<file path="config.mk">
export PLATFORM = sky130hd
export DESIGN_NAME = pmlc_top
export DESIGN_NICKNAME = d
export VERILOG_FILES = /design/src/hw/pmlc_pkg.sv /design/src/hw/pmlc_top.sv /design/src/hw/pmlc_sync.sv /design/src/hw/pmlc_clkdiv.sv
export VERILOG_INCLUDE_DIRS = /design/src /design/src/hw
export SDC_FILE = /design/constraint.sdc
export NUM_CORES = 1
export LEC_CHECK = 0
export BUFFER_PORTS_ARGS = -buffer_cell sky130_fd_sc_hd__buf_2
export CAP_MARGIN = 5
export CORE_MARGIN = 3
export CORE_UTILIZATION = 52
export DETAILED_ROUTE_END_ITERATION = 10
export GPL_TIMING_DRIVEN = 0
export PLACE_DENSITY = 0.77
export SETUP_SLACK_MARGIN = 0.5
export SYNTH_ARGS = -nofsm -noshare
export SYNTH_HDL_FRONTEND = slang
export SYNTH_SLANG_ARGS = --single-unit
</file>
<file path="constraint.sdc">
create_clock -name clk_in -period 3.3 [get_ports clk_in]
set_input_delay 0.33 -clock clk_in [delete_from_list [all_inputs] [get_ports clk_in]]
set_output_delay 0.33 -clock clk_in [all_outputs]
set_load 0.02 [all_outputs]
</file>
<file path="src/hw/pmlc_regs.svh">
// Register offsets, field positions, reset values and counts for the mode control block
`ifndef PMLC_REGS_SVH
`define PMLC_REGS_SVH

`define PMLC_ADDR_BCR        5'h00
`define PMLC_ADDR_STAT       5'h10
`define PMLC_ADDR_LOOPBYP    5'h17
`define PMLC_ADDR_TSCR       5'h18
`define PMLC_ADDR_PHYCFG     5'h19

`define PMLC_BCR_LOOP        14
`define PMLC_BCR_SPEED       13
`define PMLC_BCR_ISO         10
`define PMLC_BCR_FDX         8
`define PMLC_PHYCFG_REP      9
`define PMLC_LOOPBYP_LSEL_HI 9
`define PMLC_LOOPBYP_LSEL_LO 7
`define PMLC_LOOPBYP_DIG     6
`define PMLC_LOOPBYP_FAST    5
`define PMLC_LOOPBYP_SLOW    4
`define PMLC_TSCR_SER        11
`define PMLC_STAT_LOOP       3
`define PMLC_STAT_CHK        1
`define PMLC_STAT_BAD        0

`define PMLC_LSEL_NORM       3'h0
`define PMLC_LSEL_FIBER      3'h3
`define PMLC_STRAP_ISO_ADR   5'h00
`define PMLC_RST_SPEED       1'h1
`define PMLC_RST_ISO         1'h1
`define PMLC_RST_REP         1'h1

`define PMLC_DIV_100         4'h5
`define PMLC_DIV_NIB         4'h8
`define PMLC_DIV_SER         4'h2
// Synchroniser output settles at edge four, so capture one edge later
`define PMLC_CAP_CNT         3'h4

`endif

</file>
<file path="src/hw/pmlc_pkg.sv">
// Types shared by the mode control block and its helpers
package pmlc_pkg;

  typedef struct packed {
    logic       en;
    logic       er;
    logic [3:0] d;
  } pmlc_mii_tx_s;

  typedef struct packed {
    logic       dv;
    logic       er;
    logic [3:0] d;
    logic       crs;
    logic       col;
  } pmlc_mii_rx_s;

  typedef struct packed {
    logic       dv;
    logic       er;
    logic [3:0] d;
    logic       col;
    logic       bad_ssd;
  } pmlc_line_rx_s;

  typedef struct packed {
    logic       hub_role;
    logic       fiber_n;
    logic [4:0] phy_addr;
  } pmlc_strap_s;

  typedef enum logic {PMLC_PH_WAIT, PMLC_PH_RUN} pmlc_phase_e;

endpackage

</file>
<file path="src/hw/pmlc_top.sv">
// Operating mode, isolate and loopback control of the 10/100 PHY
//
// Contract
// - Repeater bit set: carrier sense from receive only
// - Node mode: carrier sense from receive or transmit; the code uses receive only in full duplex
// - Repeater bit default taken from hub strap
// - Repeater at 100: carrier integrity check enabled
// - No repeater behaviour at 10 Mb/s
// - Isolate defaults set when strap address zero
// - Isolate ignores transmit inputs, floats MII outputs
// - Management access keeps working while isolated
// - Isolated line sends idles, no packet data
// - Loopback returns transmit data, media transmit off
// - Status register shows loopback active
// - Normal 10 Mb/s echoes transmit onto receive
// - 100 Mb/s loopback returns through line layers
// - Loopback write forces loop select to zero
// - Loop select resets to fiber when strap active
// - Loopback write clears digital loopback bit
// - Loopback forces both transceiver loopback bits
// - 100 Mb/s transmit clock is bit clock/5
// - 10 Mb/s transmit clock divides by 8/2
// - 10 Mb/s receive as nibbles or serial
// - Carrier sense on incoming 10 Mb/s stream
// - Fiber strap active low at reset
//
// The register addresses and the address-and-strobe port were left to the implementer.
`timescale 1ns/100ps
`default_nettype none
`include "pmlc_regs.svh"
module pmlc_top (
  input  wire logic                   clk_in,
  input  wire logic                   nrst_in,
  input  wire logic [4:0]             addr_in,
  input  wire logic [15:0]            wdata_in,
  input  wire logic                   wr_in,
  input  wire logic                   rd_in,
  output logic      [15:0]            rdata_out,
  input  wire pmlc_pkg::pmlc_strap_s  strap_in,
  input  wire pmlc_pkg::pmlc_mii_tx_s mii_tx_in,
  output pmlc_pkg::pmlc_mii_rx_s      mii_rx_out,
  output logic                        mii_oe_out,
  output logic      [3:0]             mii_rxd_oe_out,
  output logic                        tx_clk_out,
  input  wire logic                   bit_tick_in,
  input  wire logic                   osc_tick_in,
  input  wire pmlc_pkg::pmlc_line_rx_s line_rx_in,
  output pmlc_pkg::pmlc_mii_tx_s      line_tx_out,
  output logic                        line_media_en_out,
  output logic                        carrier_integrity_check_out,
  output logic      [2:0]             hundred_loop_select_out,
  output logic                        dig_loop_out,
  output logic                        fast_transceiver_loop_out,
  output logic                        slow_transceiver_loop_out
);
  import pmlc_pkg::*;

  typedef struct packed {
    pmlc_phase_e   phase;
    logic [2:0]    wait_cnt;
    logic          loop;
    logic          speed100;
    logic          iso;
    logic          fdx;
    logic          rep_sel;
    logic [2:0]    loop_sel;
    logic          dig;
    logic          fast;
    logic          slow;
    logic          serial10;
    logic          bad_ssd;
    logic [15:0]   rdata;
    pmlc_mii_rx_s  rx;
    logic          oe;
    logic [3:0]    rxd_oe;
    logic          tx_clk;
    pmlc_mii_tx_s  ltx;
    logic          media_en;
    logic          chk_en;
    logic [2:0]    lsel_o;
    logic          dig_o;
    logic          fast_o;
    logic          slow_o;
  } pmlc_top_s;

  pmlc_top_s     s_r, s_nxt;
  pmlc_strap_s   strap_q;
  logic          div_clk;
  logic [3:0]    div_sel;
  logic          div_tick;

  // Decode helper used by every register access
  function automatic logic hit(input logic [4:0] a, input logic [4:0] t);
    hit = (a == t);
  endfunction

  function automatic logic [15:0] read_mux(input pmlc_top_s st, input logic [4:0] a);
    logic [15:0] v;
    v = 16'h0000;
    if (hit(a, `PMLC_ADDR_BCR)) begin
      v[`PMLC_BCR_LOOP]  = st.loop;
      v[`PMLC_BCR_SPEED] = st.speed100;
      v[`PMLC_BCR_ISO]   = st.iso;
      v[`PMLC_BCR_FDX]   = st.fdx;
    end else if (hit(a, `PMLC_ADDR_STAT)) begin
      v[`PMLC_STAT_LOOP] = st.loop;
      v[`PMLC_STAT_CHK]  = st.rep_sel & st.speed100;
      v[`PMLC_STAT_BAD]  = st.bad_ssd;
    end else if (hit(a, `PMLC_ADDR_LOOPBYP)) begin
      v[`PMLC_LOOPBYP_LSEL_HI:`PMLC_LOOPBYP_LSEL_LO] = st.loop_sel;
      v[`PMLC_LOOPBYP_DIG]  = st.dig;
      v[`PMLC_LOOPBYP_FAST] = st.fast | st.loop;
      v[`PMLC_LOOPBYP_SLOW] = st.slow | st.loop;
    end else if (hit(a, `PMLC_ADDR_TSCR)) begin
      v[`PMLC_TSCR_SER] = st.serial10;
    end else if (hit(a, `PMLC_ADDR_PHYCFG)) begin
      v[`PMLC_PHYCFG_REP] = st.rep_sel;
    end
    read_mux = v;
  endfunction

  // Straps are pins, so they pass the pin synchroniser first
  pmlc_sync #(
    .W(7)
  ) u_strap_sync (
    .clk_in  (clk_in),
    .nrst_in (nrst_in),
    .d_in    (strap_in),
    .q_out   (strap_q)
  );

  always_comb begin
    if (s_r.speed100) begin
      div_sel  = `PMLC_DIV_100;
      div_tick = bit_tick_in;
    end else begin
      div_sel  = s_r.serial10 ? `PMLC_DIV_SER : `PMLC_DIV_NIB;
      div_tick = osc_tick_in;
    end
  end

  pmlc_clkdiv u_txclk_div (
    .clk_in  (clk_in),
    .nrst_in (nrst_in),
    .tick_in (div_tick),
    .div_in  (div_sel),
    .clk_out (div_clk)
  );

  always_comb begin
    pmlc_mii_tx_s tx;
    logic         rx_act;
    logic         rx_only;
    logic         echo10;
    s_nxt  = s_r;
    tx     = '0;
    rx_act = 1'b0;
    rx_only = 1'b0;
    echo10 = 1'b0;

    // Strap capture once, after the synchroniser has settled
    case (s_r.phase)
      PMLC_PH_WAIT: begin
        if (s_r.wait_cnt == `PMLC_CAP_CNT) begin
          s_nxt.phase    = PMLC_PH_RUN;
          s_nxt.rep_sel  = strap_q.hub_role;
          s_nxt.iso      = (strap_q.phy_addr == `PMLC_STRAP_ISO_ADR);
          s_nxt.loop_sel = strap_q.fiber_n ? `PMLC_LSEL_NORM : `PMLC_LSEL_FIBER;
        end else begin
          s_nxt.wait_cnt = s_r.wait_cnt + 3'h1;
        end
      end
      PMLC_PH_RUN: begin
        s_nxt.phase = PMLC_PH_RUN;
      end
      default: begin
        s_nxt.phase = PMLC_PH_WAIT;
      end
    endcase

    // Register writes are served in every mode, isolate included
    if (wr_in) begin
      if (hit(addr_in, `PMLC_ADDR_BCR)) begin
        s_nxt.loop     = wdata_in[`PMLC_BCR_LOOP];
        s_nxt.speed100 = wdata_in[`PMLC_BCR_SPEED];
        s_nxt.iso      = wdata_in[`PMLC_BCR_ISO];
        s_nxt.fdx      = wdata_in[`PMLC_BCR_FDX];
        s_nxt.loop_sel = `PMLC_LSEL_NORM;
        s_nxt.dig      = 1'b0;
      end
      if (hit(addr_in, `PMLC_ADDR_LOOPBYP)) begin
        s_nxt.loop_sel = wdata_in[`PMLC_LOOPBYP_LSEL_HI:`PMLC_LOOPBYP_LSEL_LO];
        s_nxt.dig      = wdata_in[`PMLC_LOOPBYP_DIG];
        s_nxt.fast     = wdata_in[`PMLC_LOOPBYP_FAST];
        s_nxt.slow     = wdata_in[`PMLC_LOOPBYP_SLOW];
      end
      if (hit(addr_in, `PMLC_ADDR_TSCR)) begin
        s_nxt.serial10 = wdata_in[`PMLC_TSCR_SER];
      end
      if (hit(addr_in, `PMLC_ADDR_PHYCFG)) begin
        s_nxt.rep_sel = wdata_in[`PMLC_PHYCFG_REP];
      end
    end

    // Read data stands only in the cycle after the strobe
    s_nxt.rdata = rd_in ? read_mux(s_r, addr_in) : 16'h0000;

    // Bad delimiter flag clears on status read; a new event wins
    if (rd_in && hit(addr_in, `PMLC_ADDR_STAT)) begin
      s_nxt.bad_ssd = 1'b0;
    end
    if (s_r.rep_sel && s_r.speed100 && line_rx_in.bad_ssd) begin
      s_nxt.bad_ssd = 1'b1;
    end

    // Isolated: transmit pins are treated as idle
    tx = s_r.iso ? '0 : mii_tx_in;

    // Receive side toward the MAC
    s_nxt.rx = '0;
    if (s_r.speed100) begin
      // Loopback data come back from the line layers on the rx path
      s_nxt.rx.dv = line_rx_in.dv;
      s_nxt.rx.er = line_rx_in.er;
      s_nxt.rx.d  = line_rx_in.d;
      rx_act      = line_rx_in.dv;
    end else begin
      echo10 = tx.en | s_r.loop;
      if (echo10) begin
        s_nxt.rx.dv = tx.en;
        s_nxt.rx.er = tx.er;
        s_nxt.rx.d  = tx.d;
        rx_act      = s_r.loop ? tx.en : line_rx_in.dv;
      end else begin
        s_nxt.rx.dv = line_rx_in.dv;
        s_nxt.rx.er = line_rx_in.er;
        s_nxt.rx.d  = line_rx_in.d;
        rx_act      = line_rx_in.dv;
      end
      if (s_r.serial10) begin
        s_nxt.rx.d = {3'h0, s_nxt.rx.d[0]};
      end
    end

    // Repeater carrier sense only applies at 100 Mb/s
    rx_only     = s_r.fdx | (s_r.rep_sel & s_r.speed100);
    s_nxt.rx.crs = rx_act | (~rx_only & tx.en);
    s_nxt.rx.col = ~s_r.fdx & ~s_r.loop & line_rx_in.col;

    // Drivers of the MII outputs
    s_nxt.oe     = ~s_r.iso;
    if (s_r.iso) begin
      s_nxt.rxd_oe = 4'h0;
    end else if (s_r.serial10 && !s_r.speed100) begin
      s_nxt.rxd_oe = 4'h1;
    end else begin
      s_nxt.rxd_oe = 4'hf;
    end
    s_nxt.tx_clk = div_clk;

    // Line side: idles or link pulses keep going while isolated
    s_nxt.ltx      = tx;
    s_nxt.media_en = ~s_r.loop;
    s_nxt.chk_en   = s_r.rep_sel & s_r.speed100;
    s_nxt.lsel_o   = s_r.loop_sel;
    s_nxt.dig_o    = s_r.dig;
    s_nxt.fast_o   = s_r.fast | s_r.loop;
    s_nxt.slow_o   = s_r.slow | s_r.loop;
  end

  always_ff @(posedge clk_in or negedge nrst_in) begin
    if (!nrst_in) begin
      s_r          <= '0;
      s_r.phase    <= PMLC_PH_WAIT;
      s_r.speed100 <= `PMLC_RST_SPEED;
      // Held isolated until the address strap is known
      s_r.iso      <= `PMLC_RST_ISO;
      s_r.rep_sel  <= `PMLC_RST_REP;
      s_r.loop_sel <= `PMLC_LSEL_NORM;
    end else begin
      s_r <= s_nxt;
    end
  end

  assign rdata_out                   = s_r.rdata;
  assign mii_rx_out                  = s_r.rx;
  assign mii_oe_out                  = s_r.oe;
  assign mii_rxd_oe_out              = s_r.rxd_oe;
  assign tx_clk_out                  = s_r.tx_clk;
  assign line_tx_out                 = s_r.ltx;
  assign line_media_en_out           = s_r.media_en;
  assign carrier_integrity_check_out = s_r.chk_en;
  assign hundred_loop_select_out     = s_r.lsel_o;
  assign dig_loop_out                = s_r.dig_o;
  assign fast_transceiver_loop_out   = s_r.fast_o;
  assign slow_transceiver_loop_out   = s_r.slow_o;
endmodule // pmlc_top
`default_nettype wire

</file>
<file path="src/hw/pmlc_sync.sv">
// Three-stage pin synchroniser, output follows once stages two and three agree
`timescale 1ns/100ps
`default_nettype none
module pmlc_sync #(
  parameter int W = 7
) (
  input  wire logic         clk_in,
  input  wire logic         nrst_in,
  input  wire logic [W-1:0] d_in,
  output logic      [W-1:0] q_out
);
  typedef struct packed {
    logic [W-1:0] a;
    logic [W-1:0] b;
    logic [W-1:0] c;
    logic [W-1:0] q;
  } pmlc_sync_s;

  pmlc_sync_s s_r, s_nxt;

  always_comb begin
    s_nxt   = s_r;
    s_nxt.a = d_in;
    s_nxt.b = s_r.a;
    s_nxt.c = s_r.b;
    // Stage a is only ever read by stage b
    if (s_r.b == s_r.c) begin
      s_nxt.q = s_r.c;
    end
  end

  always_ff @(posedge clk_in or negedge nrst_in) begin
    if (!nrst_in) begin
      s_r <= '0;
    end else begin
      s_r <= s_nxt;
    end
  end

  assign q_out = s_r.q;
endmodule // pmlc_sync
`default_nettype wire

</file>
<file path="src/hw/pmlc_clkdiv.sv">
// Tick counter that divides a fast clock strobe into the MII transmit clock
`timescale 1ns/100ps
`default_nettype none
module pmlc_clkdiv (
  input  wire logic       clk_in,
  input  wire logic       nrst_in,
  input  wire logic       tick_in,
  input  wire logic [3:0] div_in,
  output logic            clk_out
);
  typedef struct packed {
    logic [3:0] cnt;
    logic       clk;
  } pmlc_div_s;

  pmlc_div_s s_r, s_nxt;

  always_comb begin
    s_nxt = s_r;
    if (tick_in) begin
      // Wrap test with >= so a smaller divisor never strands the count
      if (s_r.cnt >= div_in - 4'h1) begin
        s_nxt.cnt = 4'h0;
      end else begin
        s_nxt.cnt = s_r.cnt + 4'h1;
      end
      s_nxt.clk = (s_nxt.cnt < (div_in >> 1));
    end
  end

  always_ff @(posedge clk_in or negedge nrst_in) begin
    if (!nrst_in) begin
      s_r <= '0;
    end else begin
      s_r <= s_nxt;
    end
  end

  assign clk_out = s_r.clk;
endmodule // pmlc_clkdiv
`default_nettype wire

</file>
==> out/qor.csv <==
stage;metric;value;unit
clock_tree;cts_setup_buffers;0;
synth;synth_area;3572;um2
floorplan;initial_core_util;55.00;%
critical_path;regToRegSetupSlack;850;ps
route;wire_per_inst;13.31;um
route;via_per_inst;4.919;
flow_run;cap_violations;0;
critical_path;start_kind;flip-flop;
synth;syn_inst;291;
synth;synthTopCellsByCount;dfrtp_1, buf_4, nand2_1, mux2_2;
timing;final.setup.tns;0;ps
route;drt-pass1-iter-count;4;
synth;yosysMostFrequentCell;dfrtp_1;
grt;gr-total-overflow;0;
clock_tree;h-tree-depth;3;
route;ant_nets;0;
route;vias;2312;
min_path;hold_end;u_strap_sync.s_nxt[20];
critical_path;r2r_end;u_txclk_div.clk_out;
clock_tree;cts_tree;done;
critical_path;critPathArrivalTime;2710;ps
finish;design_area;4313;um2
clock_tree;cts_buffers;9;
critical_path;endpoint_kind;flip-flop;
grt;antenna_found_initial;0;
power_and_ir_drop;p_leak;2.279;nW
synth;yosysWarnings;0;
synth;ys.flop_type;dfrtp_1;
synth;ys_seq_elements;88;
timing;relSlewSlack;67.50;%
synth;yosysUniqueCellTypes;43;
min_path;holdCritStartpoint;strap_in[6];
critical_path;reg2reg_depth;10;
floorplan;die-height;88.88;um
grt;grt.total_usage;17.09;%
finish;nets;444;
route;drc;0;
grt;grt_pass1_vias;2287;
place;placed_area;4116;um2
clock_tree;clockRootBuffer;clkbuf_8;
synth;synth_top_area_share;59.54;%
clock_tree;clk_path_buf_depth;2;
grt;grt_pass1_wl;10220;um
synth;syn_avg_cell_area;12.28;um2
place;place_congestion;0.7623;
critical_path;crit-reg2reg-launch;s_r[55];
floorplan;core_area;6495;um2
route;dr_wl_met3;386;um
timing;finClkSkew;11.32;ps
finish;drive_gt1_share;41.48;%
timing;worstMarginPinSlew;478.0;ps
route;top_layer;met4;
synth;synth-edff-count;0;
grt;grt_max_degree;68;
clock_tree;clk_latency;350;ps
min_path;hold_class;primary input to flip-flop;
critical_path;worstSetupPathType;flip-flop to flip-flop;
timing;fmax;0.4087;GHz
route;wl_met2;3091;um
timing;hold_viol;0;
timing;slew_viol_final;0;
route;drt-met1-wl;2708;um
timing;rsz0062_at_grt;no;
floorplan;ios;92;
place;port_buffers;82;
floorplan;rows;29;
timing;period_minus_slack;2447;ps
synth;synth-seq-area-share;61.75;%
finish;syn_to_final_growth;20.74;%
timing;setup_violations;0;
min_path;min_path_cells;1;
outcome;outcome;completed;
power_and_ir_drop;peakVddDrop;0.3507;mV
synth;ys_top_cells_by_area;dfrtp_1, buf_4, mux2_2;
critical_path;critPathMaxFanout;10;
synth;async_flop_share;100.0;%
floorplan;die-area;7900;um2
power_and_ir_drop;power_density;620.6;nW/um2
critical_path;worst-endpoint-required;3570;ps
route;drt_iter0_drc;83;
place;dpl.hpwl;4551;um
finish;antennaDiodeCount;0;
floorplan;fp.dieW;88.88;um
timing;post-route-period-util;74.15;%
synth;yosys.area.top_type;dfrtp_1;
clock_tree;clkSlewWorstSetupHoldPaths;90;ps
route;routed_wl;6256;um
critical_path;startpoint;s_r[55];
clock_tree;cts.sinks;88;
==> cell families (layout without fill, tap and decap cells) <==
| logic type | count (synthesis) | after routing | share of synthesized area, % |
|---|---|---|---|
| flops | 88 | 88 | 61.75 |
| fa+ha+maj | 8 | 8 | 2.802 |
| compound gates | 37 | 37 | 6.375 |
| mux | 17 | 17 | 5.394 |
| simple gates | 76 | 76 | 11.52 |
| other cells | 1 | 3 | 0.1050 |
| xor+xnor | 10 | 10 | 2.452 |
| buf+inv | 54 | 154 | 9.597 |
==> cells in the final DEF (no fill, tap or decap), types with 3 or more instances in the layout <==
cell / count
dfrtp_1: 85
clkbuf_8: 10
nor2_1: 14
inv_1: 14
nand2_1: 18
o21ai_0: 13
dfstp_2: 3
xor2_1: 4
clkinvlp_4: 3
mux2_2: 15
buf_4: 38
a22oi_1: 4
nor3_1: 5
nor2b_1: 8
conb_1: 3
xnor2_1: 6
or2_2: 4
a21oi_1: 8
ha_1: 8
and3_1: 5
and2_1: 6
nand2b_1: 3
buf_2: 82
==> repair_timing <==
| action | in CTS | in global routing |
|---|---|---|
| endpoints found under the hold margin | 21 | 0 |
| hold buffers | 1 | 0 |
| gates resized for setup | 0 | 3 |
| endpoints found under the setup margin | 0 | 1 |
==> flip-flops by register name (all words and copies together) (netlist names), 2 cells and up <==
| signal | flops |
|---|---|
| s_r | 13 |
| u_strap_sync.s_r | 7 |
| line_tx_out | 6 |
| mii_rxd_oe_out | 2 |
| mii_rx_out | 8 |
| u_strap_sync.q_out | 7 |
| rdata_out | 13 |
| u_strap_sync.s_nxt | 14 |
| u_txclk_div.s_r | 4 |
| s_nxt | 4 |
| hundred_loop_select_out | 3 |
==> metrics by stage <==
step                instances  hold WS, ps  total power, mW  utilization, %  setup slack [ps]
finish                    470        74.74            2.677           66.40             853.0
global route              470        56.90            2.846           66.40             617.7
CTS                       470        54.18            2.699           66.33             505.6
detailed placement        453        242.6            2.017           63.38             531.4
global placement          452        332.0            1.979           62.92             607.3
floorplan                 293        34.41            1.801               -             971.4
==> cell type report <==
type | instances | area [um2]
clock buffers | 11 | 141.4
repair buffers | 84 | 450.4
clock inverters | 5 | 40.04
plain buffers | 40 | 291.5
well taps | 77 | 96.34
multi-input cells | 151 | 1035
inverters | 14 | 52.55
fillers | 491 | 2182
flip-flops and latches | 88 | 2206
==> power breakdown <==
| group | total [mW] | switching [mW] | internal (mW) |
|---|---|---|---|
| Combinational | 0.660 | 0.353 | 0.307 |
| Sequential | 1.33 | 0.0974 | 1.24 |
| Clock | 0.682 | 0.384 | 0.298 |
| Total | 2.68 | 0.834 | 1.84 |
==> layer usage <==
metal | GRT usage [%] | up-vias
met5 | 0 | -
met4 | 6.456 | 0
met3 | 5.028 | 8
met2 | 27.60 | 76
met1 | 21.85 | 1092
li1 | - | 1136
==> how the worst max path moves through the flow <==
stage                                     end  slack [ps]  depth (start not counted)
after CTS                 u_txclk_div.clk_out         510                         10
after detailed placement  u_txclk_div.clk_out         530                         10
final                     u_txclk_div.clk_out         850                         10
after global routing      u_txclk_div.clk_out         620                         10
after global placement    u_txclk_div.clk_out         610                         10
after floorplan           u_txclk_div.clk_out         970                         10
==> critical path: stages (launching register included) <==
cell	delay [ps]
dfstp_2	600
clkbuf_2	240
inv_1	100
ha_1	280
nor2b_1	50
o21ai_2	290
nor2_1	80
ha_1	300
a21oi_1	120
o21ai_0	120
a22oi_1	190
Note: power is estimated with default switching activity, not from simulation.
